## config.mk

```make
export PLATFORM = sky130hd
export DESIGN_NAME = tbs_timebase
export DESIGN_NICKNAME = d
export VERILOG_FILES = /design/src/hw/tbs_pkg.sv /design/src/hw/tbs_div_stage.sv /design/src/hw/tbs_timebase.sv
export SDC_FILE = /design/constraint.sdc
export NUM_CORES = 1
export LEC_CHECK = 0
export BUFFER_PORTS_ARGS = -buffer_cell sky130_fd_sc_hd__buf_2
export CAP_MARGIN = 0
export CORE_MARGIN = 10
export CORE_UTILIZATION = 45
export DETAILED_ROUTE_END_ITERATION = 8
export GPL_TIMING_DRIVEN = 0
export PLACE_DENSITY = 0.74
export SYNTH_ARGS = -nofsm -noshare
export SYNTH_HDL_FRONTEND = slang
export SYNTH_SLANG_ARGS = --single-unit
```

## constraint.sdc

```tcl
create_clock -name sys_clk -period 1.8 [get_ports sys_clk]
set_input_delay 0.09 -clock sys_clk [delete_from_list [all_inputs] [get_ports sys_clk]]
set_output_delay 0.09 -clock sys_clk [all_outputs]
set_load 0.02 [all_outputs]
```

## src/hw/tbs_pkg.sv

```systemverilog
// Shared constants for the time base and internal status ports
package tbs_pkg;
	// Port instruction classes presented by the CPU core
	localparam logic [1:0] OP_IO_IN   = 2'h0;
	localparam logic [1:0] OP_IO_OUT  = 2'h1;
	localparam logic [1:0] OP_KEY_IN  = 2'h2;
	localparam logic [1:0] OP_KEY_OUT = 2'h3;
	// Channel operands
	localparam logic [3:0] CH_INHIBIT  = 4'h4;
	localparam logic [3:0] CH_TIMEBASE = 4'h5;
	localparam logic [3:0] CH_TEST     = 4'h7;
	// Field positions in the channel 5 data nibbles (BIT_INHIBIT: channel 4)
	localparam int unsigned BIT_HALF_FLAG  = 0;
	localparam int unsigned BIT_WAVE_10HZ  = 1;
	localparam int unsigned BIT_WAVE_100HZ = 2;
	localparam int unsigned BIT_FLAG_CLEAR = 0;
	localparam int unsigned BIT_PHASE_CLR  = 1;
	localparam int unsigned BIT_BROWNOUT   = 0;
	localparam int unsigned BIT_INHIBIT    = 0;
	// Values after reset, and the selector value that turns the synthesizer off
	localparam logic       HALF_FLAG_RST = 1'b1;
	localparam logic [3:0] TEST_PORT_RST = 4'h0;
	localparam logic [3:0] REF_SEL_OFF   = 4'hf;
	// Timing: the fastest chain tick is every 5 ms
	localparam int unsigned SYS_PERIOD_PS = 10_000;
	localparam int unsigned TICK_5MS_US   = 5_000;
	// Reckoned in ns so that the product stays inside 32 bits
	localparam int unsigned PRESCALE_CYC  = (TICK_5MS_US * 1_000) / (SYS_PERIOD_PS / 1_000);
	// Decade stages: 200 Hz -> 100 Hz -> 20 Hz -> 2 Hz
	localparam int unsigned DIV_100HZ = 2;
	localparam int unsigned DIV_20HZ  = 5;
	localparam int unsigned DIV_2HZ   = 10;
	// Operating modes of the device
	typedef enum logic [1:0] {
		MODE_RUN,
		MODE_HALT,
		MODE_STOP
	} tbs_mode_t;
endpackage

```

## src/hw/tbs_div_stage.sv

```systemverilog
// One modulus-N divider stage of the time base chain
`timescale 1ns/1ps
module tbs_div_stage #(
	parameter int unsigned MODULUS = 2
) (
	// Clock and reset
	input  wire logic sys_clk,
	input  wire logic arst_n,
	// Control
	input  wire logic en,
	input  wire logic clear,
	// Ticks
	input  wire logic tick_in,
	output logic      tick_out
);
	localparam int unsigned CW = (MODULUS > 2) ? $clog2(MODULUS) : 1;

	logic [CW-1:0] count_reg;

	always_ff @(posedge sys_clk or negedge arst_n) begin
		if (!arst_n) begin
			count_reg <= '0;
			tick_out  <= 1'b0;
		end else if (en) begin
			if (clear) begin
				count_reg <= '0;
				tick_out  <= 1'b0;
			end else if (tick_in) begin
				if (count_reg == CW'(MODULUS - 1)) begin
					count_reg <= '0;
					tick_out  <= 1'b1;
				end else begin
					count_reg <= count_reg + CW'(1);
					tick_out  <= 1'b0;
				end
			end else begin
				tick_out <= 1'b0;
			end
		end
	end
endmodule // tbs_div_stage

```

## src/hw/tbs_timebase.sv

```systemverilog
// Time base, half-second flag, brown-out halt, clock stop and test port
// Operation
// - half-second flag set every 500 ms
// - IO out channel 5 bit clears flag
// - IO in channel 5 reads flag
// - flag undefined after power-up and clock stop
// - 10 ms and 100 ms square waves, 50%
// - wave bits read directly, unlatched
// - phase clear resets 50 Hz and slower
// - restarted slow time base within -0.02 s
// - supply low halts and sets brown-out flag
// - key in channel 5 reads brown-out flag
// - flag clear bit also clears brown-out
// - halted device keeps state, runs nothing; the time base keeps running while halted
// - inhibit level readable on IO channel 4
// - clock-stop with inhibit low stops clock
// - selector all ones turns synthesizer off
// - clock stop forces outputs low, latches kept
`timescale 1ns/1ps
module tbs_timebase
	import tbs_pkg::*;
#(
	parameter int unsigned PRESCALE = PRESCALE_CYC
) (
	// Clock, reset, enable
	input  wire logic       sys_clk,
	input  wire logic       arst_n,
	input  wire logic       clk_en,
	// CPU port instruction
	input  wire logic       port_strobe,
	input  wire logic [1:0] port_op,
	input  wire logic [3:0] channel_operand,
	input  wire logic [3:0] port_wdata,
	output logic [3:0]      port_rdata,
	output logic            port_rvalid,
	// Clock-stop instruction and pins
	input  wire logic       clock_stop_instruction,
	input  wire logic       inhibit_input,
	input  wire logic       supply_low,
	input  wire logic [3:0] ref_selector,
	// Device state
	output logic            cpu_halt,
	output logic            clock_stopped,
	output logic            outputs_force_low,
	output logic            synth_off,
	output logic [3:0]      factory_test_port
);
	function automatic logic hit(input logic [1:0] op, input logic [3:0] ch,
			input logic [1:0] want_op, input logic [3:0] want_ch);
		return (op == want_op) && (ch == want_ch);
	endfunction

	tbs_mode_t mode_reg;
	logic      half_flag_reg;
	logic      brownout_reg;
	logic      wave_100hz_reg;
	logic      wave_10hz_reg;
	logic      running;
	logic      accept;
	logic      wr_tb_ctl;
	logic      flag_clear;
	logic      phase_clear;
	logic [4:0] tick;

	// Time base freezes with the crystal in clock stop
	assign running     = clk_en && (mode_reg != MODE_STOP);
	// No instruction executes while halted or stopped
	assign accept      = clk_en && (mode_reg == MODE_RUN) && port_strobe;
	assign wr_tb_ctl   = accept && hit(port_op, channel_operand, OP_IO_OUT, CH_TIMEBASE);
	assign flag_clear  = wr_tb_ctl && port_wdata[BIT_FLAG_CLEAR];
	assign phase_clear = wr_tb_ctl && port_wdata[BIT_PHASE_CLR];
	assign tick[0]     = 1'b1;

	// Chain: 5 ms prescaler, /2 for 100 Hz, /5 for 20 Hz, /10 for 2 Hz
	localparam int unsigned MODS [4] = '{PRESCALE, DIV_100HZ, DIV_20HZ, DIV_2HZ};
	genvar gi;
	generate
		for (gi = 0; gi < 4; gi++) begin : g_chain
			tbs_div_stage #(
				.MODULUS (MODS[gi])
			) u_stage (
				.sys_clk  (sys_clk),
				.arst_n   (arst_n),
				.en       (running),
				.clear    ((gi >= 2) ? phase_clear : 1'b0),
				.tick_in  (tick[gi]),
				.tick_out (tick[gi+1])
			);
		end
	endgenerate

	// Square waves toggle on each half period
	always_ff @(posedge sys_clk or negedge arst_n) begin
		if (!arst_n) begin
			wave_100hz_reg <= 1'b0;
			wave_10hz_reg  <= 1'b0;
		end else if (running) begin
			if (tick[1])
				wave_100hz_reg <= !wave_100hz_reg;
			if (phase_clear)
				wave_10hz_reg <= 1'b0;
			else if (tick[3])
				wave_10hz_reg <= !wave_10hz_reg;
		end
	end

	// Half-second flag: a set arriving with the clear wins
	always_ff @(posedge sys_clk or negedge arst_n) begin
		if (!arst_n) begin
			half_flag_reg <= HALF_FLAG_RST;
		end else if (running) begin
			if (tick[4])
				half_flag_reg <= 1'b1;
			else if (flag_clear)
				half_flag_reg <= 1'b0;
		end
	end

	// Brown-out flag
	always_ff @(posedge sys_clk or negedge arst_n) begin
		if (!arst_n) begin
			brownout_reg <= 1'b0;
		end else if (clk_en) begin
			if (supply_low && mode_reg != MODE_STOP)
				brownout_reg <= 1'b1;
			else if (flag_clear)
				brownout_reg <= 1'b0;
		end
	end

	// Operating mode
	always_ff @(posedge sys_clk or negedge arst_n) begin
		if (!arst_n) begin
			mode_reg <= MODE_RUN;
		end else if (clk_en) begin
			case (mode_reg)
				MODE_RUN: begin
					if (supply_low)
						mode_reg <= MODE_HALT;
					else if (clock_stop_instruction && !inhibit_input)
						mode_reg <= MODE_STOP;
				end
				MODE_HALT: begin
					if (!supply_low)
						mode_reg <= MODE_RUN;
				end
				MODE_STOP: begin
					if (inhibit_input)
						mode_reg <= MODE_RUN;
				end
				default: mode_reg <= MODE_RUN;
			endcase
		end
	end

	// Registered device-state outputs
	always_ff @(posedge sys_clk or negedge arst_n) begin
		if (!arst_n) begin
			cpu_halt          <= 1'b0;
			clock_stopped     <= 1'b0;
			outputs_force_low <= 1'b0;
			synth_off         <= 1'b0;
		end else if (clk_en) begin
			cpu_halt          <= (mode_reg == MODE_HALT);
			clock_stopped     <= (mode_reg == MODE_STOP);
			outputs_force_low <= (mode_reg == MODE_STOP);
			synth_off         <= (ref_selector == REF_SEL_OFF);
		end
	end

	// Test port latch
	always_ff @(posedge sys_clk or negedge arst_n) begin
		if (!arst_n)
			factory_test_port <= TEST_PORT_RST;
		else if (accept && hit(port_op, channel_operand, OP_KEY_OUT, CH_TEST))
			factory_test_port <= port_wdata;
	end

	// Read answers, one cycle after the strobe
	always_ff @(posedge sys_clk or negedge arst_n) begin
		if (!arst_n) begin
			port_rdata  <= 4'h0;
			port_rvalid <= 1'b0;
		end else if (clk_en) begin
			port_rvalid <= accept && (port_op == OP_IO_IN || port_op == OP_KEY_IN);
			port_rdata  <= 4'h0;
			if (accept && hit(port_op, channel_operand, OP_IO_IN, CH_TIMEBASE)) begin
				port_rdata[BIT_HALF_FLAG]  <= half_flag_reg;
				port_rdata[BIT_WAVE_10HZ]  <= wave_10hz_reg;
				port_rdata[BIT_WAVE_100HZ] <= wave_100hz_reg;
			end else if (accept && hit(port_op, channel_operand, OP_IO_IN, CH_INHIBIT)) begin
				port_rdata[BIT_INHIBIT] <= inhibit_input;
			end else if (accept && hit(port_op, channel_operand, OP_KEY_IN, CH_TIMEBASE)) begin
				port_rdata[BIT_BROWNOUT] <= brownout_reg;
			end
		end
	end
endmodule // tbs_timebase

```

### Word-level counts from Yosys, hierarchy flattened

Index checks and enable logic that the tools add are counted.
W data, S select, Z words.

| word-level totals | value |
|---|---|
| register bits | 48 |
| output and inout port bits | 13 |
| word-level logic and storage cells | 104 |

| cells by class | value |
|---|---|
| add/subtract/negate cells | 4 |
| muxes and demuxes | 31 |
| equal/unequal tests | 16 |
| reduce and logical (&&, ||, !) cells | 34 |

Operators by type and width:

| kind | count |
|---|---|
| $add A19 B1 Y19 const B | 1 |
| $eq A19 B19 Y1 const B | 1 |
| $mux W19 | 1 |
| $logic_and A1 B1 Y1 | 18 |
| $mux W1 | 18 |
| $eq A4 B3 Y1 const B | 3 |
| $mux W4 | 3 |
| $mux W2 | 5 |
| $reduce_and A2 Y1 | 5 |
| $mux W3 | 3 |
| $eq A4 B4 Y1 const B | 2 |
| $reduce_bool A2 Y1 | 4 |
| $eq A2 B2 Y1 const B | 3 |
| $ne A2 B2 Y1 const B | 3 |
| $pmux W2 S3 | 1 |
| $add A4 B1 Y4 const B | 1 |
| $eq A2 B1 Y1 const B | 2 |
| $logic_not A2 Y1 | 2 |
| $reduce_and A4 Y1 | 1 |
| $add A3 B1 Y3 const B | 1 |
| $eq A3 B3 Y1 const B | 1 |
| $logic_not A1 Y1 | 3 |
| $ne A3 B2 Y1 const B | 1 |
| $add A1 B1 Y1 const B | 1 |
| $logic_or A1 B1 Y1 | 1 |

### Longest topological paths before layout

| logic depth | value |
|---|---|
| depth in word-level cells | 7 |
| gate-level depth with buffers | 6 |
| depth with buffers taken out | 6 |

### Cells and area by module

A second synthesis with hierarchy kept.

| second synthesis, totals | value |
|---|---|
| cells, all modules | 251 |
| area, all modules | 2,588.7 um^2 |

Modules (own cells, without submodules):

| module | cells each | area an instance (um^2) | seq. area each (um^2) | times used |
|---|---|---|---|---|
| tbs_div_stage (g_chain[0].u_stage) | 119 | 1,136.1 | 500.5 | 1 |
| tbs_timebase | 74 | 832.0 | 426.7 | 1 |
| tbs_div_stage (g_chain[3].u_stage) | 29 | 294.0 | 125.1 | 1 |
| tbs_div_stage (g_chain[2].u_stage) | 20 | 230.2 | 100.1 | 1 |
| tbs_div_stage (g_chain[1].u_stage) | 9 | 96.3 | 50.0 | 1 |

### Least setup slack after synthesis

OpenSTA, ideal clock, no wires.

| timing path | value |
|---|---|
| path kind | register to register |
| from | register mode_reg[1] |
| to | register g_chain[0].u_stage.count_reg[13] |
| path buffers | 1 |
| stages on the path, launching flop included | 6 |
| data arrival time | 1,819 ps |
| slack | -93 ps |
| library setup time | 73 ps |
| clock period less this slack | 1,893 ps |
| path through | dfrtp_1 -> nor2b_1 -> or4_1 -> buf_2 -> or4_4 -> a21oi_2 |

| between the ends | value |
|---|---|
| longest elaborated chain between the ends | 2 |

RTL lines:

| what | RTL line | RTL |
|---|---|---|
| from (decl) | tbs_timebase.sv:53 | `tbs_mode_t mode_reg;` |
| from (signal assigned) | tbs_timebase.sv:134 | `mode_reg <= MODE_RUN;` |
| from (signal assigned) | tbs_timebase.sv:139 | `mode_reg <= MODE_HALT;` |
| from (signal assigned) | tbs_timebase.sv:141 | `mode_reg <= MODE_STOP;` |
| $ne A2 B2 Y1 | tbs_timebase.sv:66 | `assign running = clk_en && (mode_reg != MODE_STOP);` |
| $logic_and A1 B1 Y1 | tbs_timebase.sv:66 |  |
| to (signal assigned) | tbs_div_stage.sv:33 | `count_reg <= count_reg + CW'(1);` |
| to (decl) | tbs_div_stage.sv:18 | `logic [CW-1:0] count_reg;` |

Every way passes these cells.
A chain may end at the register's enable or synchronous reset.

### Final worst setup path

| timing path | value |
|---|---|
| from | register g_chain[0].u_stage.count_reg[6] |
| to | register g_chain[0].u_stage.count_reg[17] |

| between the ends | value |
|---|---|
| longest elaborated chain between the ends | 2 |
| elaborated cells between the ends (all ways) | 3 |
| those cells by class | 1 x add/sub; 1 x eq/ne; 1 x mux |

RTL lines:

| what | RTL line | RTL |
|---|---|---|
| $add A19 B1 Y19 / $eq A19 B19 Y1 (equally long branches) | tbs_div_stage.sv:33, tbs_div_stage.sv:29 |  |
| $mux W19 * | tbs_div_stage.sv:29 | `if (count_reg == CW'(MODULUS - 1)) begin` |

Every way passes the cells marked *; elsewhere a longest branch is shown, timed or not.

==> results by stage <==
Placement:
- In this run the cell area measured after placement is 2591 um2.
- The count of input and output buffers is 32.
- The half-perimeter wire length after detailed placement is 3.617 mm.
- The cell count after placement is 331.
- The final estimated routing congestion in global placement is 0.8015.

Detailed routing:
- The via total after detailed routing is 1,912.
- Summed over all layers, the routed wires come to 5.305 mm.
- In the routed layout, each cell is associated on average with a via count of 5.447.
- The number of detailed-route iterations in the first pass is 4.
- The count of nets left with antenna violations once routing finished came out at 0.
- For this block, the initial DRC count from the detailed router was 90.
- In the final routed layout, each cell accounts on average for 15.11 um.
- In the routed design, unresolved DRC markers number 0.

Cells and area:
- The count of antenna diodes in the layout is 0.
- At the end of the flow, the number of nets in the layout was 306.
- The register with the most flip-flops in the layout has 27 of them.
- In the final layout, the share of cells above drive strength 1 is 33.45%.
- The non-filler instance count after layout is 351.
- The filler cell count in the final layout is 444.
- The area growth from synthesis to final layout is 24.37%.
- Once layout is complete, the utilization of the core stands at 57.13%.
- After routing the design area is 2899 um2.

Worst setup path:
- The worst setup path is launched from a register.
- The signal on the critical path passes through nand4_1, or4_1, buf_6, or4_4, a21oi_2.
- The cell type group with the largest total delay on the critical path is simple AND/OR/NAND/NOR gates.
- The nature of the critical path endpoint is a register.
- By startpoint and endpoint, the worst setup path is classified as register to register.
- For the worst setup path, the data required time is 2.04 ns.
- In this design, the stage delay of the slowest critical-path cell is 0.56 ns.
- The critical-path cell with the highest stage delay is sky130_fd_sc_hd__or4_1.
- The data arrival time of the worst path is 2.14 ns.
- The sum of buffers and inverters on the critical path is 1.
- Of all nets on the critical path, the largest fanout is 4.

CTS:
- The clock input transition at the sequential cells of the worst setup and hold paths is 0.08 ns.
- The maximum level of the CTS H-tree is 2.
- In this run the clock root is driven by a sky130_fd_sc_hd__clkbuf_8.
- The clock insertion delay at the later pin of the skew report is 0.31 ns.
- The hold buffer count at cts is 0.
- The number of buffers between clock root and the deepest sink is 2.
- The count of clock tree sinks is 48.
- The number of buffers added by the clock tree synthesis step is 5.
- The TritonCTS clock tree is done.

Status:
- The final reports fail on hold timing, setup timing.
- The flow ran to the end, but the final reports show violations.

Pwr:
- Power spread over the standard cell area amounts to 801.2 nW/um2.
- For this design the static power due to leakage is 1.283 nW.
- IR analysis of the VDD net gives a maximum drop of 0.4513 mV.
- Overall power consumption after layout is estimated at 2.323 mW.

Yosys:
- A synthesized cell averages 10.18 um2.
- In this run the biggest area consumer among cell types represents 50.46% of the synthesized area.
- The post-synthesis async set-or-reset flop share is 100.0%.
- Counting every net in the synthesized netlist gives 255.
- The synthesized netlist occupies a cell area of 2331 um2.
- Sorting the synthesized cells by area gives the leading types as sky130_fd_sc_hd__dfrtp_1 50%, sky130_fd_sc_hd__nand2_1 4.0%, sky130_fd_sc_hd__xnor2_1 3.8%, sky130_fd_sc_hd__nand3_1 3.0%, sky130_fd_sc_hd__ha_1 2.7%.
- sky130_fd_sc_hd__dfrtp_1 is the most common cell in the netlist.
- The leading register cell type out of synthesis is sky130_fd_sc_hd__dfrtp_1.
- The register bit total from synthesis is 48.
- The total number of yosys warnings is 0.
- The top cell type by total area after synthesis is sky130_fd_sc_hd__dfrtp_1.
- The number of unique standard cell types used by synthesis is 41.
- The sequential fraction of the synthesis area is 51.58%.
- The number of enable flip-flop cells after synthesis is 0.
- The gate count after technology mapping is 229.
- Ranked by instance count, the synthesized netlist is headed by 47 x sky130_fd_sc_hd__dfrtp_1, 25 x sky130_fd_sc_hd__nand2_1, 16 x sky130_fd_sc_hd__nor2_1.

STA:
- Based on the critical path, the design can be clocked at up to 525.3 MHz.
- For the final database, setup skew stands at 0.006354 ns.
- The number of max-slew violations in the final report came to 0.
- The part of the cycle the worst path needs is 105.8%.
- The pin slew with the least headroom to its limit is 1.058 ns.
- In the post-route analysis, the smallest setup slack over all paths is -0.1036 ns.
- Hold timing on the final database bottoms out at a slack of -0.02373 ns.
- The hold violation total from the final report came to 47.
- Setup violations remaining at the end of the flow were counted as 4.
- The final critical delay including setup and external delays is 1.904 ns.
- Measured against its own limit, the worst slew margin works out to 29.44%.
- Setup repair after global routing could not meet its margin everywhere.

Min path:
- The worst hold path class is primary input to async pin.

Floorplan:
- 34 I/O pins were placed.
- For this configuration, the core starts out at a cell density of 45.93%.
- The total number of placement rows is 26.
- The chip height is 91.97 um.
- The area of the die is 8458 um2.
- The total core area is 5075 um2.
- In this run the horizontal extent of the chip is 91.97 um.

Global route:
- The total routing usage reported by global routing is 12.49%.
- The initial antenna violation count is 0.
- The number of global-route vias before repair is 1,948.
- The first global-routing pass estimated 8.769 mm of wire.
- Entering global routing, the biggest net connects 49 pins.
- For this run the aggregate overflow at the end of global routing stands at 0.

Run:
- The count of max-cap constraint violations is 0.
==> placed cells by master, fill, tap and decap left out, drive strengths merged, types with 2 or more instances in the layout <==
cell,synthesis,routed
buf,4,49
dfrtp,47,47
nand2,26,26
nor2,16,16
nand3,14,14
o21ai,11,11
a21oi,11,11
nand4,10,10
xnor2,10,10
inv,8,8
clkbuf,3,8
or4,7,7
a22o,6,6
mux2,5,5
o31ai,5,5
ha,5,5
or3,4,4
xor2,4,4
nor4,4,4
and4,3,3
or4b,3,3
nor3,3,3
and3,2,2
nor4b,2,2
mux2i,2,2
a31oi,2,2
nand2b,2,2
==> report_power, final <==
group          switching (mW)  internal (mW)
clock                   0.363          0.272
sequential             0.0661           1.16
combinational           0.260          0.200
total                   0.689           1.63
==> timing repair <==
| action | in CTS | in global routing |
|---|---|---|
| gates resized for setup | 8 | 22 |
| setup endpoints to repair | 11 | 20 |
| gates cloned | 0 | 0 |
| pin swaps | 2 | 7 |
| setup buffers | 8 | 5 |
==> per-layer routing <==
layer,routed length (um),GRT usage [%],up-vias,part of all wire (%)
li1,-,-,933,-
met1,2268,14.01,926,43
met2,2620,21.29,41,49
met3,303,4.238,12,5.7
met4,112,5.013,0,2.1
met5,0,0,-,0
==> stage by stage <==
step / setup TNS [ns] / hold WS (ns) / worst slack [ns]
finish: -0.2622 / -0.02373 / -0.1036
global route: -0.5650 / 0.01170 / -0.1595
CTS: -0.2544 / 0.005126 / -0.07427
detailed placement: -0.8880 / 0.3272 / -0.1797
global placement: -0.8264 / 0.3220 / -0.1307
floorplan: -0.006703 / -0.2056 / -0.006703
==> path summary, 6_finish.rpt <==
kind	start	slack [ns]	end	cells after the start
worst min register to register	g_chain[1].u_stage.count_reg$_DFFE_PN0P_	0.49	g_chain[1].u_stage.count_reg$_DFFE_PN0P_	1
min in group sys_clk	port_wdata[2]	0.01	factory_test_port[2]$_DFFE_PN0P_	2
worst min-delay path	arst_n	-0.02	g_chain[0].u_stage.count_reg[15]$_DFFE_PN0P_	1
worst max register to register	g_chain[0].u_stage.count_reg[6]$_DFFE_PN0P_	-0.10	g_chain[0].u_stage.count_reg[17]$_DFFE_PN0P_	5
worst max-delay path	g_chain[0].u_stage.count_reg[6]$_DFFE_PN0P_	-0.10	g_chain[0].u_stage.count_reg[17]$_DFFE_PN0P_	5
max in group asynchronous	arst_n	1.11	g_chain[0].u_stage.count_reg[2]$_DFFE_PN0P_	1
==> cell type report <==
type | count | area (um2) | share of cell area, %
Inverter | 8 | 30.03 | 1.036
Clock buffer | 6 | 72.57 | 2.503
Timing Repair Buffer | 45 | 270.3 | 9.322
Sequential cell | 48 | 1209 | 41.69
Tap cell | 70 | 87.58 | 3.021
Buffer | 6 | 40.04 | 1.381
Clock inverter | 2 | 12.51 | 0.4316
Multi-Input combinational cell | 166 | 1177 | 40.61
==> worst register-to-register path, cell delays in order (launching register included) <==
cell and delay (ns):
sky130_fd_sc_hd__dfrtp_1 0.36, sky130_fd_sc_hd__nand4_1 0.18, sky130_fd_sc_hd__or4_1 0.56, sky130_fd_sc_hd__buf_6 0.15, sky130_fd_sc_hd__or4_4 0.47, sky130_fd_sc_hd__a21oi_2 0.12
==> logic make-up (layout without fill, tap and decap cells) <==
group / after synthesis / count (layout) / synth area share [%]
DFF: 48 / 48 / 51.58
buffers and inverters: 15 / 67 / 2.845
AOI/OAI and AO/OA: 38 / 38 / 10.36
other: 1 / 1 / 0.1609
muxes: 7 / 7 / 3.274
xor gates and xnor gates: 14 / 14 / 5.260
and+or+nand+nor: 101 / 101 / 23.83
adders and majority gates: 5 / 5 / 2.684
Power figures use the tool's default switching activity.
